$ cat config.mk
export PLATFORM = sky130hd
export DESIGN_NAME = redriver_link_ctrl
export DESIGN_NICKNAME = d
export VERILOG_FILES = /design/src/rtl/redriver_link_pkg.sv /design/src/rtl/redriver_link_ctrl.sv
export VERILOG_INCLUDE_DIRS = /design/src /design/src/rtl
export SDC_FILE = /design/constraint.sdc
export NUM_CORES = 1
export LEC_CHECK = 0
export BUFFER_PORTS_ARGS = -buffer_cell sky130_fd_sc_hd__buf_2
export CORE_UTILIZATION = 50
export CTS_CLUSTER_DIAMETER = 200
export DETAILED_ROUTE_END_ITERATION = 8
export PLACE_DENSITY = 0.67
export SYNTH_ARGS = -nofsm -noshare
export SYNTH_HDL_FRONTEND = slang
export SYNTH_SLANG_ARGS = --single-unit
$ cat constraint.sdc
create_clock -name i_clock -period 2.8 [get_ports i_clock]
set_input_delay 0.28 -clock i_clock [delete_from_list [all_inputs] [get_ports i_clock]]
set_output_delay 0.28 -clock i_clock [all_outputs]
set_load 0.05 [all_outputs]
$ cat src/rtl/redriver_link_map.svh
// Offsets-free constant map: timing figures and cycle counts for the link controller
`ifndef REDRIVER_LINK_MAP_SVH
`define REDRIVER_LINK_MAP_SVH
`define CLK_PERIOD_NS 50
`define RETRY_INTERVAL_NS 12000000
`define RETRY_CYCLES (`RETRY_INTERVAL_NS / `CLK_PERIOD_NS)
`define SLEEP_ENTRY_NS 2000
`define SLEEP_ENTRY_CYCLES (`SLEEP_ENTRY_NS / `CLK_PERIOD_NS)
`define SLEEP_EXIT_NS 100000
`define SLEEP_EXIT_CYCLES (`SLEEP_EXIT_NS / `CLK_PERIOD_NS)
`define U23_IDLE_CYCLES 32'd4000
`define U23_DETECT_CYCLES 32'd240000
`define DETECT_SETTLE_CYCLES 32'd4
`endif

$ cat src/rtl/redriver_link_pkg.sv
// Types shared by the link controller
package redriver_link_pkg;
  typedef enum logic [2:0] {
    ST_SLEEP, ST_WAKE, ST_DET_PREP, ST_DET_SENSE, ST_DET_WAIT, ST_ACTIVE, ST_U23, ST_U23_SENSE
  } link_state_e;
  typedef struct packed {
    logic [1:0] rx_term_on;
    logic [1:0] tx_term_on;
    logic [1:0] tx_idle;
    logic [1:0] forward;
  } chan_ctrl_s;
endpackage

$ cat src/rtl/redriver_link_ctrl.sv
// Link power and receiver-detect controller for a two-channel redriver
`timescale 1ns/1ps
`default_nettype none
`include "redriver_link_map.svh"

// Behaviour
// Idle timers recognise U2/U3, power down
// LFPS activity in U2/U3 wakes device
// Power-up or enable toggle runs detect
// Both receivers found: terminations go active
// Missing receiver: transmitter Hi-Z, low power
// Retry detection every 12 ms until found
// Detect periodically while in U2/U3
// U2/U3 detect keeps input termination on
// U2/U3 detect fail restarts power-up detect
// Per channel idle below LFPS threshold
// Idle input drives transmitter idle
// Above threshold input forwards again
// Idle entry and exit within 6 ns; here one registered 50 ns clock cycle later
// Enable low puts device in sleep
// Sleep entry 2 us, exit 100 us
// No receiver: detect mode, inputs Hi-Z
// U2/U3 idle duration is a parameter
module redriver_link_ctrl
  import redriver_link_pkg::*;
#(
  parameter int RETRY_CYCLES = `RETRY_CYCLES,
  parameter int SLEEP_EXIT_CYCLES = `SLEEP_EXIT_CYCLES,
  parameter int U23_IDLE_CYCLES = `U23_IDLE_CYCLES,
  parameter int U23_DETECT_CYCLES = `U23_DETECT_CYCLES,
  parameter int SETTLE_CYCLES = `DETECT_SETTLE_CYCLES
) (
  input wire logic i_clock,
  input wire logic i_sys_rst,
  input wire logic i_link_en,
  input wire logic [1:0] i_rx_above_lfps,
  input wire logic [1:0] i_rx_below_lfps,
  input wire logic [1:0] i_far_rx_present,
  output logic o_detect_pulse,
  output logic [1:0] o_rx_term_on,
  output logic [1:0] o_tx_term_on,
  output logic [1:0] o_tx_idle,
  output logic [1:0] o_forward,
  output logic o_low_power,
  output logic o_sleep
);

  localparam int CW = 32;

  link_state_e state_r, state_nxt;
  logic [CW-1:0] cnt_r, cnt_nxt;
  logic [CW-1:0] idle_cnt_r, idle_cnt_nxt;
  logic en_q_r, en_q_nxt;
  logic first_r, first_nxt;
  logic [1:0] idle_r, idle_nxt;
  chan_ctrl_s ctl_r, ctl_nxt;
  logic pulse_r, pulse_nxt;
  logic lowp_r, lowp_nxt;
  logic sleep_r, sleep_nxt;

  // Per channel idle tracking with hysteresis between the two thresholds
  genvar g;
  generate
    for (g = 0; g < 2; g++) begin : g_idle
      always_comb begin
        idle_nxt[g] = idle_r[g];
        if (i_rx_below_lfps[g]) begin
          idle_nxt[g] = 1'b1;
        end else if (i_rx_above_lfps[g]) begin
          idle_nxt[g] = 1'b0;
        end
      end
    end
  endgenerate

  // Link state sequencing and termination control
  always_comb begin
    state_nxt = state_r;
    cnt_nxt = cnt_r;
    idle_cnt_nxt = idle_cnt_r;
    en_q_nxt = i_link_en;
    first_nxt = 1'b0;
    ctl_nxt = ctl_r;
    pulse_nxt = 1'b0;
    lowp_nxt = lowp_r;
    sleep_nxt = sleep_r;
    // Idle forwarding per channel, only while the channel is live
    ctl_nxt.tx_idle = idle_nxt | ~ctl_r.tx_term_on;
    ctl_nxt.forward = ~idle_nxt & ctl_r.tx_term_on;
    // All-idle timer for U2/U3 recognition
    if (&idle_r) begin
      if (idle_cnt_r < CW'(U23_IDLE_CYCLES)) begin
        idle_cnt_nxt = idle_cnt_r + 1'b1;
      end
    end else begin
      idle_cnt_nxt = '0;
    end
    case (state_r)
      ST_SLEEP: begin
        ctl_nxt.rx_term_on = 2'b00;
        ctl_nxt.tx_term_on = 2'b00;
        ctl_nxt.forward = 2'b00;
        ctl_nxt.tx_idle = 2'b11;
        sleep_nxt = 1'b1;
        lowp_nxt = 1'b1;
        if (i_link_en && !en_q_r) begin
          state_nxt = ST_WAKE;
          cnt_nxt = '0;
        end
      end
      ST_WAKE: begin
        if (cnt_r >= CW'(SLEEP_EXIT_CYCLES - 1)) begin
          sleep_nxt = 1'b0;
          state_nxt = ST_DET_PREP;
          cnt_nxt = '0;
        end else begin
          cnt_nxt = cnt_r + 1'b1;
        end
      end
      ST_DET_PREP: begin
        ctl_nxt.rx_term_on = 2'b00;
        ctl_nxt.tx_term_on = 2'b00;
        lowp_nxt = 1'b1;
        sleep_nxt = 1'b0;
        pulse_nxt = 1'b1;
        state_nxt = ST_DET_SENSE;
        cnt_nxt = '0;
      end
      ST_DET_SENSE: begin
        if (cnt_r >= CW'(SETTLE_CYCLES - 1)) begin
          if (&i_far_rx_present) begin
            ctl_nxt.rx_term_on = 2'b11;
            ctl_nxt.tx_term_on = 2'b11;
            lowp_nxt = 1'b0;
            state_nxt = ST_ACTIVE;
          end else begin
            ctl_nxt.tx_term_on = 2'b00;
            lowp_nxt = 1'b1;
            state_nxt = ST_DET_WAIT;
          end
          cnt_nxt = '0;
        end else begin
          cnt_nxt = cnt_r + 1'b1;
        end
      end
      ST_DET_WAIT: begin
        if (cnt_r >= CW'(RETRY_CYCLES - 1)) begin
          state_nxt = ST_DET_PREP;
          cnt_nxt = '0;
        end else begin
          cnt_nxt = cnt_r + 1'b1;
        end
      end
      ST_ACTIVE: begin
        if (idle_cnt_r >= CW'(U23_IDLE_CYCLES)) begin
          state_nxt = ST_U23;
          lowp_nxt = 1'b1;
          cnt_nxt = '0;
        end
      end
      ST_U23: begin
        if (!(&idle_r)) begin
          state_nxt = ST_ACTIVE;
          lowp_nxt = 1'b0;
          idle_cnt_nxt = '0;
        end else if (cnt_r >= CW'(U23_DETECT_CYCLES - 1)) begin
          state_nxt = ST_U23_SENSE;
          pulse_nxt = 1'b1;
          cnt_nxt = '0;
        end else begin
          cnt_nxt = cnt_r + 1'b1;
        end
      end
      ST_U23_SENSE: begin
        if (cnt_r >= CW'(SETTLE_CYCLES - 1)) begin
          cnt_nxt = '0;
          if (&i_far_rx_present) begin
            state_nxt = ST_U23;
          end else begin
            ctl_nxt.rx_term_on = 2'b00;
            ctl_nxt.tx_term_on = 2'b00;
            state_nxt = ST_DET_PREP;
          end
        end else begin
          cnt_nxt = cnt_r + 1'b1;
        end
      end
      default: begin
        state_nxt = ST_SLEEP;
      end
    endcase
    // Falling enable or low enable forces sleep, within one cycle
    if (!i_link_en && state_r != ST_SLEEP) begin
      state_nxt = ST_SLEEP;
      cnt_nxt = '0;
    end
    // Start after reset: detect if enabled, else sleep
    if (first_r) begin
      state_nxt = i_link_en ? ST_DET_PREP : ST_SLEEP;
    end
  end

  // State registers
  always_ff @(posedge i_clock) begin
    if (i_sys_rst) begin
      state_r <= ST_SLEEP;
      cnt_r <= '0;
      idle_cnt_r <= '0;
      en_q_r <= 1'b0;
      first_r <= 1'b1;
      idle_r <= 2'b11;
      ctl_r <= '{rx_term_on: 2'b00, tx_term_on: 2'b00, tx_idle: 2'b11, forward: 2'b00};
      pulse_r <= 1'b0;
      lowp_r <= 1'b1;
      sleep_r <= 1'b1;
    end else begin
      state_r <= state_nxt;
      cnt_r <= cnt_nxt;
      idle_cnt_r <= idle_cnt_nxt;
      en_q_r <= en_q_nxt;
      first_r <= first_nxt;
      idle_r <= idle_nxt;
      ctl_r <= ctl_nxt;
      pulse_r <= pulse_nxt;
      lowp_r <= lowp_nxt;
      sleep_r <= sleep_nxt;
    end
  end

  // Outputs straight from flops
  assign o_detect_pulse = pulse_r;
  assign o_rx_term_on = ctl_r.rx_term_on;
  assign o_tx_term_on = ctl_r.tx_term_on;
  assign o_tx_idle = ctl_r.tx_idle;
  assign o_forward = ctl_r.forward;
  assign o_low_power = lowp_r;
  assign o_sleep = sleep_r;

endmodule
`default_nettype wire

==> flow_summary.yaml, run 1 <==
final_layout:
  instances_no_fill: 529
  ff_latch_area_um2: 1600
  drive_gt1_share_pct: 13.5
  multi_input_area_um2: 1860
  syn_to_final_growth_pct: 8.30
  antennaDiodeCount: 0
  fill_cells: 686
  nets: 437
worst_setup_path:
  reg2reg_to: "cnt_r[19]$_SDFFE_PP0P_"
  worstPathMaxFanout: 30
  startpoint_type: "flop"
  cp-end-kind: "flop"
  rr_startpoint: "cnt_r[0]$_SDFFE_PP0P_"
  crit_required_ps: 3040
  rrSetupSlack_ps: 450
  reg2reg_depth: 8
  path_class: "reg -> reg"
  cp.arrival_ps: 2590
timing:
  fin_crit_ps: 2350
  fin_tns_setup_ps: 0
  max_slew_margin_pct: 36.5
  hold_viol: 0
  whs_ps: 131
  fmax_mhz: 426
  fin_skew_ps: 10.6
  rsz0062_at_grt: "no"
  setup_viol: 0
  timing_worst_slew_pin_value_ps: 948
  slew_viol_final: 0
  fin_ws_ps: 454
  fin_crit_sh_pct: 83.8
drt:
  antenna_left: 0
  drt_iter0_drc: 144
  drt-pass1-iter-count: 4
  totalWireLength_um: 7090
  via_per_inst: 5.47
  routedWlPerCell_um: 13.4
  vias: 2891
  drc: 0
clocking:
  cts_hold_buf: 0
  post_cts_buffers: 0
  cts_tree: "built"
  cts_htree_levels: 3
  path_clk_slew_ps: 90
  cts_num_sinks: 80
  cts_buffers: 9
  cts_root_buffer: "clkbuf_8"
  ctsResizeCount: 0
  ctsLongestPathBuffers: 2
  clk_latency_ps: 360
synth:
  synthArstFlopShare_pct: 0
  synth_top_area_share_pct: 43.2
  ys_seq_area_share_pct: 43.2
  ys.flop_type: "dfxtp_1"
  syn_area_per_cell_um2: 8.91
  yosysUniqueCellTypes: 65
  ys_ff_latch: 80
  synth_edf_count: 0
  synth.most_common_cell: "dfxtp_1"
  netlist_instances: 416
  mappedNetlistArea_um2: 3710
  syn_nets: 428
  synthTopCellsByArea: "dfxtp_1, nor2_1, xnor2_1"
  ys_top_cells_by_count: "dfxtp_1, nor2_1, nor4_1"
  synth_top_area_cell: "dfxtp_1"
  yosysWarningCount: 0
status:
  status: "completed"
power_and_ir_drop:
  leakage_nw: 1.41
  ir_drop_v: 0.000442
  p_int_mw: 1.72
  p_sw_share_pct: 24.8
  power_frac_comb_pct: 6.8
  clkPwrFrac_pct: 42.3
  p_switching_uw: 569
  seqPwrFrac_pct: 50.9
  powerDensity_nw_per_um2: 571
placement:
  pre_cts_ws_ps: 481
  dp_hpwl_um: 4890
  place_inst: 513
  port_buffers: 19
  gp_congestion: 0.842
run:
  cap_violations: 0
min_path:
  hold-path-endpoint: "idle_r[1]$_SDFF_PP1_"
  holdPathStages: 3
  hold_path_startpoint: "i_rx_below_lfps[1]"
  hold_path_class: "in -> reg"
floorplan:
  start_util_pct: 51.4
  row_count: 31
  die-area_um2: 7760
  die_x_um: 88.1
  core_area_um2: 7210
  ios: 20
  die_h_um: 88.1
global_routing:
  grt_pass1_wl_um: 11800
  antenna_found_initial: 0
  gr-total-overflow: 0
  track_usage_pct: 19.4
  grt_start_max_net_pins: 31
  grt_pass1_vias: 2546
==> worst max-delay path, cell delays in order, from the launching register on <==
cell	delay [ps]
dfxtp_1	390
ha_1	260
a311oi_1	110
o31ai_1	380
o21ai_0	150
a22oi_1	350
a21o_1	170
buf_4	300
nor2_1	90
==> worst max-delay path by stage <==
stage | start | to | depth (start not counted)
CTS | cnt_r[0]$_SDFFE_PP0P_ | cnt_r[4]$_SDFFE_PP0P_ | 8
global route | cnt_r[0]$_SDFFE_PP0P_ | cnt_r[3]$_SDFFE_PP0P_ | 8
finish | cnt_r[0]$_SDFFE_PP0P_ | cnt_r[19]$_SDFFE_PP0P_ | 8
floorplan | cnt_r[0]$_SDFFE_PP0P_ | cnt_r[16]$_SDFFE_PP0P_ | 8
detailed placement | cnt_r[0]$_SDFFE_PP0P_ | cnt_r[31]$_SDFFE_PP0P_ | 8
global placement | cnt_r[0]$_SDFFE_PP0P_ | cnt_r[19]$_SDFFE_PP0P_ | 8
==> layer usage <==
layer | vias up | GRT usage, % | wire length [um]
met1 | 1348 | 27.4 | 3600
met4 | 0 | 5.43 | 74
li1 | 1491 | - | -
met5 | - | 0 | 0
met3 | 9 | 6.22 | 271
met2 | 43 | 28.5 | 3150
==> cell families (layout without fill, tap and decap cells) <==
group	Yosys count	count (layout)	synth area share, %
AOI/OAI and AO/OA	64	64	11.9
xor gates and xnor gates	28	28	6.61
adders and majority gates	3	3	1.01
buffers and inverters	41	55	6.51
DFF	80	80	43.2
muxes	4	4	1.08
and+or+nand+nor	196	196	29.7
==> power groups by stage <==
stage               Clock, mW  Sequential (mW)  Combinational [mW]
detailed placement          0             1.19               0.156
global route             1.05             1.17               0.171
CTS                     0.996             1.17               0.157
floorplan                   0             1.19               0.126
finish                  0.971             1.17               0.156
global placement            0             1.19               0.154
==> state kept, by name, indices dropped and copies added (netlist names) <==
signal          cells
o_rx_term_on        1
o_low_power         1
o_sleep             1
idle_cnt_r         32
cnt_r              32
o_detect_pulse      1
state_r             3
first_r             1
o_tx_idle           2
o_forward           2
o_tx_term_on        1
idle_r              2
en_q_r              1
==> cell usage in the layout (no fill, tap or decap), types with 3 or more instances in the layout <==
cell	count
a211oi_1	3
a21o_1	4
a21oi_1	17
a31oi_1	6
a41oi_1	3
and2_1	23
and3_1	3
buf_2	19
buf_4	6
clkbuf_8	9
dfxtp_1	80
ha_1	3
inv_1	13
mux2i_1	4
nand2_1	20
nand2b_1	4
nand3_1	19
nand4_1	13
nor2_1	54
nor3_1	6
nor3b_1	3
nor4_1	26
o21ai_0	10
o31ai_1	3
xnor2_1	22
xor2_1	6
==> per-stage QoR <==
stage / cell area, um^2 / util [%] / power, mW
floorplan: 3710 / - / 1.32
detailed placement: 3780 / 52.4 / 1.35
finish: 4020 / 55.7 / 2.29
CTS: 4020 / 55.7 / 2.32
global placement: 3780 / 52.4 / 1.35
global route: 4020 / 55.7 / 2.39
==> layout make-up <==
type | instances | area share (%)
multi-input combinational | 295 | 46.4
sequential | 80 | 39.9
timing repair buffer | 25 | 3.49
clock buffer | 9 | 3.09
inverter | 14 | 1.31
tap | 99 | 3.09
clock inverter | 7 | 2.71
(Power assumes the default switching activity.)
==> run 2, diff against run 1 <==
--- a/config.mk
+++ b/config.mk
@@ -10,7 +10,7 @@
 export CORE_UTILIZATION = 50
 export CTS_CLUSTER_DIAMETER = 200
 export DETAILED_ROUTE_END_ITERATION = 8
-export PLACE_DENSITY = 0.67
+export PLACE_DENSITY = 0.7
 export SYNTH_ARGS = -nofsm -noshare
 export SYNTH_HDL_FRONTEND = slang
 export SYNTH_SLANG_ARGS = --single-unit
==> constraint.sdc (replaced) <==
create_clock -name i_clock -period 2 [get_ports i_clock]
set_input_delay 0.2 -clock i_clock [delete_from_list [all_inputs] [get_ports i_clock]]
set_output_delay 0.2 -clock i_clock [all_outputs]
set_load 0.05 [all_outputs]
==> run 2 against run 1 <==
Flip-flop and latch count stayed put. First-iteration DRC count is 19% higher. Via count is 10% higher. Total power up 37%. Global-route usage grew 0.90 points. Clock skew fell by 3.4 ps. Register-to-register slack worse by 400 ps. Non-clock buffer count is 46 higher. Clock power rose by 28%. Sequential share of layout area decreased by 4.0 points. Clock-buffer cell count rose by 3. Die area stayed put. Critical endpoint is now cnt_r[15]$_SDFFE_PP0P_. Largest power group unchanged.
==> flow_summary.yaml, run 2 (synthesis results as in run 1) <==
worst_setup_path:
  path_class: "reg -> reg"
  cp-end-kind: "flop"
  cp.arrival_ps: 2190
  crit_required_ps: 2240
  startpoint_type: "flop"
  worstPathMaxFanout: 5
  rrSetupSlack_ps: 50
floorplan:
  die_x_um: 88.1
  die_h_um: 88.1
  die-area_um2: 7760
  start_util_pct: 51.4
  ios: 20
  core_area_um2: 7210
  row_count: 31
drt:
  drt-pass1-iter-count: 4
  vias: 3188
  antenna_left: 0
  drt_iter0_drc: 172
  routedWlPerCell_um: 13.9
  totalWireLength_um: 8010
  drc: 0
  via_per_inst: 5.54
global_routing:
  antenna_found_initial: 0
  grt_start_max_net_pins: 22
  track_usage_pct: 20.3
  gr-total-overflow: 0
  grt_pass1_wl_um: 12400
  grt_pass1_vias: 2785
timing:
  fin_skew_ps: 7.22
  hold_viol: 0
  fin_crit_sh_pct: 97.5
  timing_worst_slew_pin_value_ps: 486
  fin_ws_ps: 49.8
  slew_viol_final: 0
  fmax_mhz: 513
  setup_viol: 0
  fin_tns_setup_ps: 0
  fin_crit_ps: 1950
  whs_ps: 39.3
  max_slew_margin_pct: 67.4
final_layout:
  antennaDiodeCount: 0
  fill_cells: 617
  reg_top3: "cnt_r: 32 flops, idle_cnt_r: 32 flops, state_r: 3 flops"
  drive_gt1_share_pct: 27.1
  final_cell_mix: "dfxtp_1, nor2_1, buf_4"
  final_common_cell: "dfxtp_1"
  syn_to_final_growth_pct: 21.2
  nets: 483
placement:
  dp_hpwl_um: 5220
  port_buffers: 19
  gp_congestion: 0.846
  pre_cts_ws_ps: -83.9
run:
  cap_violations: 0
power_and_ir_drop:
  total_power_mw: 3.15
  ir_drop_v: 0.000363
  powerDensity_nw_per_um2: 702
  leakage_nw: 1.67
clocking:
  cts_root_buffer: "clkbuf_8"
  ctsLongestPathBuffers: 2
  cts_tree: "built"
  path_clk_slew_ps: 80
  cts_buffers: 9
  cts_num_sinks: 80
  cts_htree_levels: 3
  clk_latency_ps: 350
min_path:
  hold_path_class: "in -> reg"
status:
  status: "completed"
-- run 2: cell count changes in the layout (fill, tap and decap cells not counted), moves of 2 or more --
cell,change
dfxtp_2,+9
nor4_1,-11
clkbuf_8,+2
nor4_2,+11
buf_4,+43
dfxtp_1,-9
inv_8,-2
-- run 2: final timing paths --
kind,start,end,cells past startpoint
setup / recovery,cnt_r[11]$_SDFFE_PP0P_,cnt_r[15]$_SDFFE_PP0P_,6
hold / removal,i_rx_below_lfps[0],idle_r[0]$_SDFF_PP1_,3
setup reg to reg,cnt_r[11]$_SDFFE_PP0P_,cnt_r[15]$_SDFFE_PP0P_,6
hold reg to reg,o_low_power$_SDFFE_PP1P_,o_low_power$_SDFFE_PP1P_,2
-- run 2: cell type report --
type	count	area [um^2]	share of cell area (%)
Multi-Input combinational cell	295	1980	44.0
Sequential cell	80	1610	35.9
Timing Repair Buffer	71	519	11.6
Clock buffer	12	155	3.45
Tap cell	99	124	2.76
Inverter	14	52.6	1.17
Clock inverter	4	51.3	1.14
-- run 2: per-stage QoR --
| step | instance area, um^2 | instances | util, % |
|---|---|---|---|
| final | 4490 | 575 | 62.3 |
| after global routing | 4490 | 575 | 62.3 |
| after CTS | 4300 | 568 | 59.6 |
| after detailed placement | 4090 | 552 | 56.7 |
| after global placement | 4090 | 552 | 56.7 |
| after floorplan | 3710 | 416 | - |
-- run 2: where the power goes --
part | internal, mW | switching [mW]
Clock | 0.648 | 0.594
Sequential | 1.61 | 0.0217
Combinational | 0.118 | 0.160
-- run 2: repair_timing --
item / 4_1_cts / 5_1_grt
endpoints found under the setup margin: 29 / 40
pin swaps: 0 / 9
hold buffers: 0 / 0
resized for setup: 2 / 29
buffers inserted: 0 / 6
gates cloned: 0 / 1
-- run 2: per-layer routing --
layer	track usage (%)	vias to the layer above	routed length, um
met5	0	-	0
met2	32.6	72	3860
met1	27.2	1515	3810
met3	3.86	9	251
met4	7.77	0	85
li1	-	1592	-
-- run 2: critical path, stage by stage (launching register included) --
cell	delay, ps
dfxtp_2	400
nand3_1	160
or3_1	400
or4_4	520
and2_0	170
o21bai_1	110
a21oi_1	70
